===== config.mk =====
export PLATFORM = sky130hd
export DESIGN_NAME = exception_priority_arbiter
export DESIGN_NICKNAME = d
export VERILOG_FILES = /design/src/logic/exception_priority_arbiter.v
export VERILOG_INCLUDE_DIRS = /design/src /design/src/logic
export SDC_FILE = /design/constraint.sdc
export NUM_CORES = 1
export LEC_CHECK = 0
export BUFFER_PORTS_ARGS = -buffer_cell sky130_fd_sc_hd__buf_2
export CAP_MARGIN = 25
export CORE_MARGIN = 2
export CORE_UTILIZATION = 50
export DETAILED_ROUTE_END_ITERATION = 6
export PLACE_DENSITY = 0.74
export SLEW_MARGIN = 0
export SYNTH_ARGS = -nofsm -noshare
export SYNTH_HDL_FRONTEND = slang
export SYNTH_SLANG_ARGS = --single-unit
export TNS_END_PERCENT = 30

===== constraint.sdc =====
create_clock -name CLK_IN -period 5.9 [get_ports CLK_IN]
set_input_delay 0.59 -clock CLK_IN [delete_from_list [all_inputs] [get_ports CLK_IN]]
set_output_delay 0.59 -clock CLK_IN [all_outputs]
set_load 0.01 [all_outputs]

===== src/logic/exc_consts.vh =====
`ifndef EXC_CONSTS_VH
`define EXC_CONSTS_VH

// register byte offsets
`define OFS_EXT_CTRL   8'h00
`define OFS_STBY_CTRL  8'h04
`define OFS_VEC_BASE   8'h08
`define OFS_INT_MODE   8'h0C
`define OFS_EV_STATUS  8'h10
`define OFS_EV_MASK    8'h14
`define OFS_LAST_VEC   8'h18

// field positions
`define BIT_TRACE      7
`define BIT_SOFTWARE_STANDBY_SELECT       7
`define BIT_SLEEP_EXCEPTION_ENABLE      1
`define BIT_IN_RESET   8

// reset values and the trace interrupt mode
`define RST_EXT_CTRL   8'h00
`define RST_STBY_CTRL  8'h00
`define RST_VEC_BASE   32'h00000000
`define RST_INT_MODE   2'h0
`define RST_EV_MASK    7'h00
`define INT_MODE_TRACE 2'h2

// vector numbers
`define VEC_RESET      8'h00
`define VEC_ILLEGAL    8'h04
`define VEC_TRACE      8'h05
`define VEC_TRAP_BASE  8'h08
`define VEC_ADDR_ERR   8'h0C
`define VEC_SLEEP      8'h12

// codes of the instruction that just completed
`define OP_OTHER       3'h0
`define OP_RTE         3'h1
`define OP_AND_CCR_INSTR        3'h2
`define OP_ORC         3'h3
`define OP_XOR_CCR_INSTR        3'h4
`define OP_LDC         3'h5

// event bits, highest priority first
`define EV_RST         0
`define EV_ILL         1
`define EV_TRC         2
`define EV_ADR         3
`define EV_IRQ         4
`define EV_SLP         5
`define EV_TRP         6
`endif


===== src/logic/exception_priority_arbiter.v =====
// Chosen here: the address map and the Wishbone slave port.
`timescale 1ns/1ns
`include "exc_consts.vh"
module exception_priority_arbiter (
    input  wire        CLK_IN,          // cpu clock
    input  wire        RESET_IN,        // async reset, high
    input  wire        CE_IN,           // clock enable
    input  wire        INIT_PIN_IN,     // chip_initialise_pin, low holds reset
    input  wire        WDT_OVF_IN,      // watchdog overflow pulse
    input  wire        BOUNDARY_IN,     // instruction or handling completes
    input  wire [2:0]  LAST_OP_IN,      // code of completing instruction
    input  wire        UNDEF_EXEC_IN,   // undefined code executed
    input  wire        ADDR_ERR_IN,     // address error detected
    input  wire        IRQ_REQ_IN,      // interrupt request level
    input  wire [7:0]  IRQ_VEC_IN,      // interrupt vector number
    input  wire        SLEEP_EXEC_IN,   // sleep instruction executed
    input  wire        TRAP_EXEC_IN,    // trap_always_instr executed
    input  wire [1:0]  TRAP_NUM_IN,     // trap number
    input  wire        WB_CYC_IN,       // wishbone cycle
    input  wire        WB_STB_IN,       // wishbone strobe
    input  wire        WB_WE_IN,        // wishbone write
    input  wire [7:0]  WB_ADR_IN,       // wishbone byte address
    input  wire [3:0]  WB_SEL_IN,       // wishbone byte lanes
    input  wire [31:0] WB_DAT_IN,       // wishbone write data
    output wire [31:0] WB_DAT_OUT,      // wishbone read data
    output wire        WB_ACK_OUT,      // wishbone ack
    output wire        ACCEPT_OUT,      // one-cycle accept strobe
    output wire [7:0]  VEC_NUM_OUT,     // accepted vector number
    output wire [31:0] VEC_ADDR_OUT,    // vector table address
    output wire        IN_RESET_OUT,    // cpu held in reset state
    output wire        IRQ_OUT          // event interrupt level
);

// -----------------------------------------------------------------
// helpers
// -----------------------------------------------------------------
// merge write data into a register by byte lane
function [31:0] lane_merge;
    input [31:0] old_v;
    input [31:0] new_v;
    input [3:0]  sel;
    integer i;
    begin
        lane_merge = old_v;
        for (i = 0; i < 4; i = i + 1) begin
            if (sel[i]) begin
                lane_merge[8*i +: 8] = new_v[8*i +: 8];
            end
        end
    end
endfunction

// table address of a vector, absolute or relative to the base
function [31:0] vec_addr;
    input [7:0]  vec;
    input        absolute;
    input [31:0] base;
    reg   [31:0] ofs;
    begin
        ofs = {22'h0, vec, 2'h0};
        vec_addr = absolute ? ofs : base + ofs;
    end
endfunction

// -----------------------------------------------------------------
// state
// -----------------------------------------------------------------
reg        pin_meta_reg;
reg        pin_sync_reg;
reg        pin_prev_reg;
reg        ill_pend_reg;
reg        adr_pend_reg;
reg        slp_pend_reg;
reg        trp_pend_reg;
reg [1:0]  trp_num_reg;
reg        rst_busy_reg;
reg [7:0]  ext_ctrl_reg;
reg [7:0]  stby_ctrl_reg;
reg [31:0] vec_base_reg;
reg [1:0]  int_mode_reg;
reg [6:0]  ev_status_reg;
reg [6:0]  ev_mask_reg;
reg        accept_reg;
reg [7:0]  vnum_reg;
reg [31:0] vaddr_reg;
reg        in_reset_reg;
reg        irq_reg;
reg        ack_reg;
reg [31:0] rdat_reg;

reg [6:0]  grant;
reg [7:0]  vnum_next;
reg        abs_next;
reg [31:0] rdat_next;

// -----------------------------------------------------------------
// request conditions
// -----------------------------------------------------------------
wire pin_rise = pin_sync_reg & ~pin_prev_reg;
wire hold     = ~pin_sync_reg;
wire ccr_op   = (LAST_OP_IN == `OP_AND_CCR_INSTR) | (LAST_OP_IN == `OP_ORC) |
                (LAST_OP_IN == `OP_XOR_CCR_INSTR) | (LAST_OP_IN == `OP_LDC);
wire skip_irq = ccr_op | rst_busy_reg;
wire trace_on = ext_ctrl_reg[`BIT_TRACE] &
                (int_mode_reg == `INT_MODE_TRACE);
wire slp_ok   = ~stby_ctrl_reg[`BIT_SOFTWARE_STANDBY_SELECT] & stby_ctrl_reg[`BIT_SLEEP_EXCEPTION_ENABLE];

// reset wins its own cycle whenever the pin is not holding reset, so it never needs to wait
wire r_rst = pin_rise | WDT_OVF_IN;
wire r_ill = ill_pend_reg | UNDEF_EXEC_IN;
wire r_trc = BOUNDARY_IN & trace_on & (LAST_OP_IN != `OP_RTE);
wire adr_any = adr_pend_reg | ADDR_ERR_IN;
wire r_adr = BOUNDARY_IN & adr_any;
wire r_irq = BOUNDARY_IN & IRQ_REQ_IN & ~skip_irq;
wire r_slp = slp_pend_reg | (SLEEP_EXEC_IN & slp_ok);
wire r_trp = trp_pend_reg | TRAP_EXEC_IN;
wire [1:0] trp_num = TRAP_EXEC_IN ? TRAP_NUM_IN : trp_num_reg;

// -----------------------------------------------------------------
// priority selection, one request per cycle
// -----------------------------------------------------------------
always @* begin
    grant = 7'h00;
    if (!hold) begin
        if (r_rst) begin
            grant[`EV_RST] = 1'b1;
        end else if (r_ill) begin
            grant[`EV_ILL] = 1'b1;
        end else if (r_trc) begin
            grant[`EV_TRC] = 1'b1;
        end else if (r_adr) begin
            grant[`EV_ADR] = 1'b1;
        end else if (r_irq) begin
            grant[`EV_IRQ] = 1'b1;
        end else if (r_slp) begin
            grant[`EV_SLP] = 1'b1;
        end else if (r_trp) begin
            grant[`EV_TRP] = 1'b1;
        end
    end
end

// vector number and addressing of the granted request
always @* begin
    vnum_next = `VEC_RESET;
    abs_next  = 1'b0;
    case (1'b1)
        grant[`EV_RST]: begin
            vnum_next = `VEC_RESET;
            abs_next  = 1'b1;
        end
        grant[`EV_ILL]: vnum_next = `VEC_ILLEGAL;
        grant[`EV_TRC]: vnum_next = `VEC_TRACE;
        grant[`EV_ADR]: begin
            vnum_next = `VEC_ADDR_ERR;
            abs_next  = 1'b1;
        end
        grant[`EV_IRQ]: vnum_next = IRQ_VEC_IN;
        grant[`EV_SLP]: vnum_next = `VEC_SLEEP;
        grant[`EV_TRP]: vnum_next = `VEC_TRAP_BASE | {6'h00, trp_num};
        default:        vnum_next = `VEC_RESET;
    endcase
end

// -----------------------------------------------------------------
// initialise pin synchroniser and edge detector
// -----------------------------------------------------------------
always @(posedge CLK_IN or posedge RESET_IN) begin
    if (RESET_IN) begin
        pin_meta_reg <= 1'b0;
        pin_sync_reg <= 1'b0;
        pin_prev_reg <= 1'b0;
    end else if (CE_IN) begin
        pin_meta_reg <= INIT_PIN_IN;
        pin_sync_reg <= pin_meta_reg;
        pin_prev_reg <= pin_sync_reg;
    end
end

// -----------------------------------------------------------------
// pending requests, kept until granted or cleared while held in reset
// -----------------------------------------------------------------
always @(posedge CLK_IN or posedge RESET_IN) begin
    if (RESET_IN) begin
        ill_pend_reg <= 1'b0;
        adr_pend_reg <= 1'b0;
        slp_pend_reg <= 1'b0;
        trp_pend_reg <= 1'b0;
        trp_num_reg  <= 2'h0;
        rst_busy_reg <= 1'b0;
    end else if (CE_IN) begin
        if (hold) begin
            ill_pend_reg <= 1'b0;
            adr_pend_reg <= 1'b0;
            slp_pend_reg <= 1'b0;
            trp_pend_reg <= 1'b0;
            rst_busy_reg <= 1'b0;
        end else begin
            ill_pend_reg <= r_ill & ~grant[`EV_ILL];
            adr_pend_reg <= adr_any & ~grant[`EV_ADR];
            slp_pend_reg <= r_slp & ~grant[`EV_SLP];
            trp_pend_reg <= r_trp & ~grant[`EV_TRP];
            trp_num_reg  <= trp_num;
            if (grant[`EV_RST]) begin
                rst_busy_reg <= 1'b1;
            end else if (BOUNDARY_IN) begin
                rst_busy_reg <= 1'b0;
            end
        end
    end
end

// -----------------------------------------------------------------
// accept strobe and vector outputs
// -----------------------------------------------------------------
always @(posedge CLK_IN or posedge RESET_IN) begin
    if (RESET_IN) begin
        accept_reg   <= 1'b0;
        vnum_reg     <= `VEC_RESET;
        vaddr_reg    <= 32'h00000000;
        in_reset_reg <= 1'b1;
    end else if (CE_IN) begin
        accept_reg   <= |grant;
        in_reset_reg <= hold;
        if (|grant) begin
            vnum_reg  <= vnum_next;
            vaddr_reg <= vec_addr(vnum_next, abs_next, vec_base_reg);
        end
    end
end

// -----------------------------------------------------------------
// wishbone slave, one wait state then ack
// -----------------------------------------------------------------
wire wb_hit = WB_CYC_IN & WB_STB_IN & ~ack_reg;
wire wb_wr  = wb_hit & WB_WE_IN;
wire wb_rd  = wb_hit & ~WB_WE_IN;
wire st_clr = wb_rd & (WB_ADR_IN[7:2] == `OFS_EV_STATUS >> 2);

// read data mux, unmapped reads as zero
always @* begin
    rdat_next = 32'h00000000;
    case (WB_ADR_IN[7:2])
        `OFS_EXT_CTRL  >> 2: rdat_next = {24'h000000, ext_ctrl_reg};
        `OFS_STBY_CTRL >> 2: rdat_next = {24'h000000, stby_ctrl_reg};
        `OFS_VEC_BASE  >> 2: rdat_next = vec_base_reg;
        `OFS_INT_MODE  >> 2: rdat_next = {30'h0, int_mode_reg};
        `OFS_EV_STATUS >> 2: rdat_next = {25'h0, ev_status_reg};
        `OFS_EV_MASK   >> 2: rdat_next = {25'h0, ev_mask_reg};
        `OFS_LAST_VEC  >> 2: rdat_next = {23'h0, in_reset_reg, vnum_reg};
        default:             rdat_next = 32'h00000000;
    endcase
end

// register writes and bus answer
always @(posedge CLK_IN or posedge RESET_IN) begin
    if (RESET_IN) begin
        ext_ctrl_reg  <= `RST_EXT_CTRL;
        stby_ctrl_reg <= `RST_STBY_CTRL;
        vec_base_reg  <= `RST_VEC_BASE;
        int_mode_reg  <= `RST_INT_MODE;
        ev_mask_reg   <= `RST_EV_MASK;
        ack_reg       <= 1'b0;
        rdat_reg      <= 32'h00000000;
    end else if (CE_IN) begin
        ack_reg <= wb_hit;
        if (wb_rd) begin
            rdat_reg <= rdat_next;
        end
        if (wb_wr && WB_SEL_IN[0]) begin
            case (WB_ADR_IN[7:2])
                `OFS_EXT_CTRL  >> 2: ext_ctrl_reg  <= WB_DAT_IN[7:0];
                `OFS_STBY_CTRL >> 2: stby_ctrl_reg <= WB_DAT_IN[7:0];
                `OFS_INT_MODE  >> 2: int_mode_reg  <= WB_DAT_IN[1:0];
                `OFS_EV_MASK   >> 2: ev_mask_reg   <= WB_DAT_IN[6:0];
                default: ;
            endcase
        end
        if (wb_wr && WB_ADR_IN[7:2] == `OFS_VEC_BASE >> 2) begin
            vec_base_reg <= lane_merge(vec_base_reg, WB_DAT_IN, WB_SEL_IN);
        end
    end
end

// -----------------------------------------------------------------
// sticky event status, read clears, new events win
// -----------------------------------------------------------------
always @(posedge CLK_IN or posedge RESET_IN) begin
    if (RESET_IN) begin
        ev_status_reg <= 7'h00;
        irq_reg       <= 1'b0;
    end else if (CE_IN) begin
        ev_status_reg <= (ev_status_reg & ~{7{st_clr}}) | grant;
        irq_reg       <= |(((ev_status_reg & ~{7{st_clr}}) | grant) & ev_mask_reg);
    end
end

assign WB_DAT_OUT   = rdat_reg;
assign WB_ACK_OUT   = ack_reg;
assign ACCEPT_OUT   = accept_reg;
assign VEC_NUM_OUT  = vnum_reg;
assign VEC_ADDR_OUT = vaddr_reg;
assign IN_RESET_OUT = in_reset_reg;
assign IRQ_OUT      = irq_reg;

endmodule // exception_priority_arbiter


==> results of run 1 <==
==> logic make-up (layout without fill, tap and decap cells) <==
group           Yosys count  count (layout)  share of synthesized area [%]
buf+inv                  45             190                           2.40
mux                      84              84                           13.3
xor+xnor                 26              26                           3.14
fa+ha+maj                 9               9                           1.66
compound gates          158             158                           13.4
simple gates            218             218                           14.3
flops                   150             150                           51.8
==> synth_stat cells, types with 3 or more instances <==
cell type    n  area (um2)
a21o_1       6        45.0
xor2_1      23         201
nand2_1    114         428
xnor2_1      3        26.3
nor2_1      30         113
and4_1       4        35.0
ha_1         8         100
and2_1       8        50.1
nand4_1      9        56.3
o211ai_1     5        37.5
a22oi_1      3        22.5
nor3_1       8        40.0
mux4_2       3        67.6
mux2i_1     13         130
o22ai_1      5        31.3
o21ai_0     71         355
o2111ai_1    5        43.8
a22o_1       8        70.1
or2_2        4        25.0
or3_1        3        18.8
a21oi_1     27         135
inv_1        8        30.0
dfrtp_1    149        3730
a211o_1      3        26.3
mux2_2      67         754
and3_1       9        56.3
o21a_1       4        30.0
nand2b_1     4        25.0
buf_2        4        20.0
nor2b_1      5        31.3
o31ai_1      4        30.0
nand3_1      8        40.0
clkbuf_1    30         113
==> metal layers <==
layer	wire [um]	global-route usage, %	share of wire (%)
met5	0	0	0
met4	296	7.87	1.5
met3	1230	5.15	6.2
met2	9550	41.9	48
met1	8710	36.5	44
==> final cells by class <==
cell class                 instances  area [um2]  share of cell area, %
tap                              184         230                   2.63
multi-input combinational        495        3340                   38.2
clock inverter                    12         150                   1.72
timing repair buffer             149         788                   9.01
clock buffer                      20         447                   5.11
sequential                       150        3750                   42.9
inverter                           9        38.8                  0.443
==> per-stage QoR <==
stage | util, % | total power, W | cells | cell area, um2 | hold slack, ns
CTS | 60.6 | 0.00239 | 1017 | 8700 | 0.343
global placement | 56.4 | 0.00128 | 985 | 8110 | 0.457
global route | 60.9 | 0.00246 | 1019 | 8750 | 0.386
finish | 60.9 | 0.00238 | 1019 | 8750 | 0.311
floorplan | - | 0.00121 | 690 | 7250 | 0.449
detailed placement | 56.4 | 0.00129 | 985 | 8110 | 0.465
==> where the power goes <==
part | switching, W | internal (W)
Sequential | 0.0000317 | 0.00106
Combinational | 0.000112 | 0.0000655
Clock | 0.000432 | 0.000676
==> worst paths after layout <==
kind                                     to  slack [ns]
min in group CLK_IN        vec_base_reg[17]        0.39
max in group asynchronous   vec_base_reg[6]        4.23
max                        VEC_ADDR_OUT[21]        1.69
max reg2reg                VEC_ADDR_OUT[21]        1.69
min                         VEC_ADDR_OUT[8]        0.31
min reg2reg                 VEC_ADDR_OUT[3]        0.47
==> flow_metrics.py, run 1 <==
metrics = {
    "worst_setup_path": {
        "required_ns": 6.16,
        "path_depth": 13,
        "crit_top_cell": "o21ai_0",
        "crit_chain": "and3b_1, nor3_1, nand4_1, o21ai_0, o21ai_0, nor2_1, ha_1, a21oi_1, nand4b_1, a21oi_1, o2111ai_1, xor2_1, o21ai_0",
        "critPathBufInv": 0,
        "crit_family": "compound AO/OA/AOI/OAI gates",
        "r2r_start": "stby_ctrl_reg[1]",
        "cp-end-kind": "flop",
        "worstPathArrival_ns": 4.48,
        "reg2reg_depth": 13,
        "critPathKind": "reg2reg",
        "slowest_delay_ns": 0.83,
        "setup.worst_path.start_class": "flop",
        "critPathMaxFanout": 11,
        "crit_path_top_delay_cell": "a21oi_1",
        "critPathLaunch": "stby_ctrl_reg[1]",
    },
    "routing": {
        "wirelength_mm": 19.8,
        "drt_pre_antenna_iters": 5,
        "viasPerCell": 5.84,
        "drt.antenna.violating_nets": 0,
        "wl_per_cell_um": 19.4,
        "drtIter0Drc": 432,
        "drc_errors": 0,
        "dr_total_vias": 5956,
    },
    "synth": {
        "synth_nets": 770,
        "synth_area_um2": 7250,
        "ys.flop_type": "dfrtp_1",
        "synth-edff-count": 0,
        "ys_seq_elements": 150,
        "avgSynthCellArea_um2": 10.5,
        "synthCells": 690,
        "async_flop_share_pct": 100,
        "synth.distinct_cells": 58,
        "yosysWarnings": 0,
        "synth-seq-area-share_pct": 51.8,
    },
    "sta": {
        "worst_pin_slew_ns": 1.00,
        "final.setup.tns_ns": 0,
        "fin_worst_skew_ns": 0.00665,
        "hold_viol_final": 0,
        "final.period_utilization_pct": 71.4,
        "finalMaxSlewViolations": 0,
        "fin_ws_ns": 1.69,
        "rsz0062_at_grt": "no",
        "fmax_mhz": 237,
        "setup_viol": 0,
        "relSlewSlack_pct": 33.3,
        "period_needed_ns": 4.21,
    },
    "pwr": {
        "p_per_area_nw_per_um2": 272,
        "p_leak_nw": 4.34,
        "ir_drop_mv": 0.202,
    },
    "floorplanning": {
        "io_pins": 147,
        "core_area_um2": 14400,
        "fp-row-count": 44,
        "die_w_um": 124,
        "initial_core_util_pct": 50.4,
        "die_area_um2": 15500,
        "die_h_um": 124,
    },
    "clock_network": {
        "cts.clk_slew.worst_paths_ns": 0.06,
        "cts-resized-gates": 0,
        "cts_root_buf": "clkbuf_16",
        "numCtsBuffers": 17,
        "clkLatencyLatePin_ns": 0.43,
        "tritoncts": "built",
        "htree_levels": 4,
        "postCtsHoldBufs": 0,
        "postCtsSetupRepairBufs": 0,
        "clockBufferDepth": 2,
        "cts.sinks": 150,
    },
    "global_routing": {
        "antenna_found_initial": 0,
        "grt_pass1_vias": 5937,
        "grt_overflow_total": 0,
        "grt_pass1_wl_mm": 32.0,
        "grt_start_max_net_pins": 86,
        "grtUsageTotal_pct": 26.2,
    },
    "layout": {
        "syn_to_final_growth_pct": 20.7,
        "fin_nets": 902,
        "fill_cells": 1188,
        "drive_gt1_share_pct": 31.4,
        "diodes": 0,
        "layout.cells.most_common": "dfrtp_1",
        "layout_common_cells": "dfrtp_1 (149), buf_2 (144), nand2_1 (114)",
    },
    "placed_design": {
        "gp_congestion": 0.944,
        "dpl.hpwl_mm": 14.1,
        "port_buffers": 144,
        "pre_cts_ws_ns": 1.59,
    },
    "run_status": {
        "status": "finished, final reports clean",
    },
    "job": {
        "drv_cap": 0,
    },
    "hold_path": {
        "hold_class": "in2async",
    },
}
Note: power is estimated with default switching activity, not from simulation.
==> inputs of run 2 (changes only) <==
Settings changed: PLACE_DENSITY 0.74 to 0.77.
Clock period 5.9 ns to 3.41 ns, I/O delays scaled along.
==> flow_metrics.py, run 2 (synthesis gave the netlist of run 1 again) <==
metrics = {
    "worst_setup_path": {
        "critPathMaxFanout": 5,
        "r2r_start": "int_mode_reg[0]",
        "cp-end-kind": "flop",
        "critPathKind": "reg2reg",
        "setup.worst_path.start_class": "flop",
        "reg2reg_depth": 15,
        "rr_endpoint": "VEC_ADDR_OUT[20]",
        "ff2ff_setup_slack_ns": 0.16,
        "worstPathArrival_ns": 3.55,
        "required_ns": 3.71,
    },
    "floorplanning": {
        "die_h_um": 124,
        "die_area_um2": 15500,
        "initial_core_util_pct": 50.4,
        "fp-row-count": 44,
        "core_area_um2": 14400,
        "io_pins": 147,
        "die_w_um": 124,
    },
    "layout": {
        "fin_nets": 934,
        "syn_to_final_growth_pct": 24.8,
        "seq_area_um2": 3750,
        "postLayoutCellArea_um2": 9040,
        "layout_common_cells": "dfrtp_1 (149), buf_2 (145), nand2_1 (114)",
        "multi_input_area_um2": 3380,
        "drive_gt1_share_pct": 35.1,
        "fill_cells": 1182,
        "postLayoutCoreUtil_pct": 62.9,
        "layout.cells.most_common": "dfrtp_1",
    },
    "pwr": {
        "p_leak_nw": 4.49,
        "ir_drop_mv": 0.328,
        "p_per_area_nw_per_um2": 462,
        "fin_total_pwr_w": 0.00418,
    },
    "routing": {
        "wl_per_cell_um": 18.2,
        "wirelength_mm": 19.2,
        "drt.antenna.violating_nets": 0,
        "viasPerCell": 5.75,
        "drc_errors": 0,
        "drtIter0Drc": 447,
        "drt_pre_antenna_iters": 5,
        "dr_total_vias": 6051,
    },
    "clock_network": {
        "numCtsBuffers": 17,
        "clkLatencyLatePin_ns": 0.43,
        "tritoncts": "built",
        "cts.clk_slew.worst_paths_ns": 0.06,
        "htree_levels": 4,
        "clockBufferDepth": 2,
        "cts_root_buf": "clkbuf_16",
        "cts.sinks": 150,
    },
    "hold_path": {
        "hold_class": "in2async",
    },
    "placed_design": {
        "port_buffers": 144,
        "gp_congestion": 0.936,
        "placed_area_um2": 8320,
        "dpl.hpwl_mm": 13.6,
    },
    "sta": {
        "hold_viol_final": 0,
        "hold-worst-slack_ns": 0.0288,
        "fin_worst_skew_ns": 0.00946,
        "final.setup.tns_ns": 0,
        "final.period_utilization_pct": 95.3,
        "relSlewSlack_pct": 44.6,
        "period_needed_ns": 3.25,
        "worst_pin_slew_ns": 0.829,
        "setup_viol": 0,
        "fmax_mhz": 308,
        "finalMaxSlewViolations": 0,
    },
    "run_status": {
        "status": "finished, final reports clean",
    },
    "job": {
        "drv_cap": 0,
    },
    "global_routing": {
        "grt_start_max_net_pins": 86,
        "grt_pass1_wl_mm": 30.5,
        "antenna_found_initial": 1,
        "grt_overflow_total": 0,
        "grt_pass1_vias": 5752,
        "grtUsageTotal_pct": 25.1,
    },
}
run 2: worst max path at each step:
| stage | from | end | cells past startpoint |
|---|---|---|---|
| 6_report | int_mode_reg[0] | VEC_ADDR_OUT[20] | 15 |
| 5_1_grt | stby_ctrl_reg[7] | VEC_ADDR_OUT[13] | 15 |
| 4_1_cts | int_mode_reg[0] | VEC_ADDR_OUT[22] | 14 |
| 3_5_place_dp | BOUNDARY_IN | VEC_ADDR_OUT[22] | 15 |
| 3_3_place_gp | BOUNDARY_IN | VEC_ADDR_OUT[28] | 15 |
| 2_1_floorplan | LAST_OP_IN[2] | VEC_ADDR_OUT[16] | 15 |
run 2: worst max-delay path, cell delays in order, from the launching register on:
cell,delay [ns]
dfrtp_1,0.40
nand4b_1,0.30
o21a_1,0.28
nand4_1,0.13
nor3_1,0.07
a211o_1,0.26
ha_2,0.20
fa_2,0.39
a211oi_4,0.24
o21a_1,0.15
o21ai_1,0.06
buf_4,0.14
buf_2,0.17
nand3_1,0.10
xor2_1,0.15
o21ai_0,0.09
run 2: timing repair:
action                                  4_1_cts  5_1_grt
setup buffers                                 0        8
endpoints found under the setup margin        0       24
endpoints found under the hold margin         0        0
hold buffers                                  0        0
gates resized for setup                       0       14
run 2: metrics by stage:
stage	cells	worst slack, ns
global route	1052	-0.0126
global placement	1011	0.0283
floorplan	690	0.166
finish	1052	0.160
CTS	1043	0.0241
detailed placement	1011	0.00189
run 2: cell type report:
class,instances,area share [%]
Tap cell,184,2.55
Inverter,9,0.415
Multi-Input combinational cell,495,37.4
Timing Repair Buffer,181,11.3
Clock inverter,15,2.14
Antenna cell,1,0.0277
Sequential cell,150,41.5
Clock buffer,17,4.70
run 2: power breakdown:
group          leakage (nW)  switching (W)  total [W]  internal, W
Sequential             2.06      0.0000499    0.00189      0.00184
Clock                 0.293       0.000794    0.00196      0.00117
Combinational          2.13       0.000201   0.000335     0.000134
Total                  4.49        0.00105    0.00418      0.00314
run 2: per-layer routing:
metal,share of wire (%),GRT usage [%],vias up
met2,46,38.3,245
met1,44,35.5,2967
met3,6.6,4.98,47
li1,-,-,2792
met5,0,0,-
met4,3.0,10.2,0
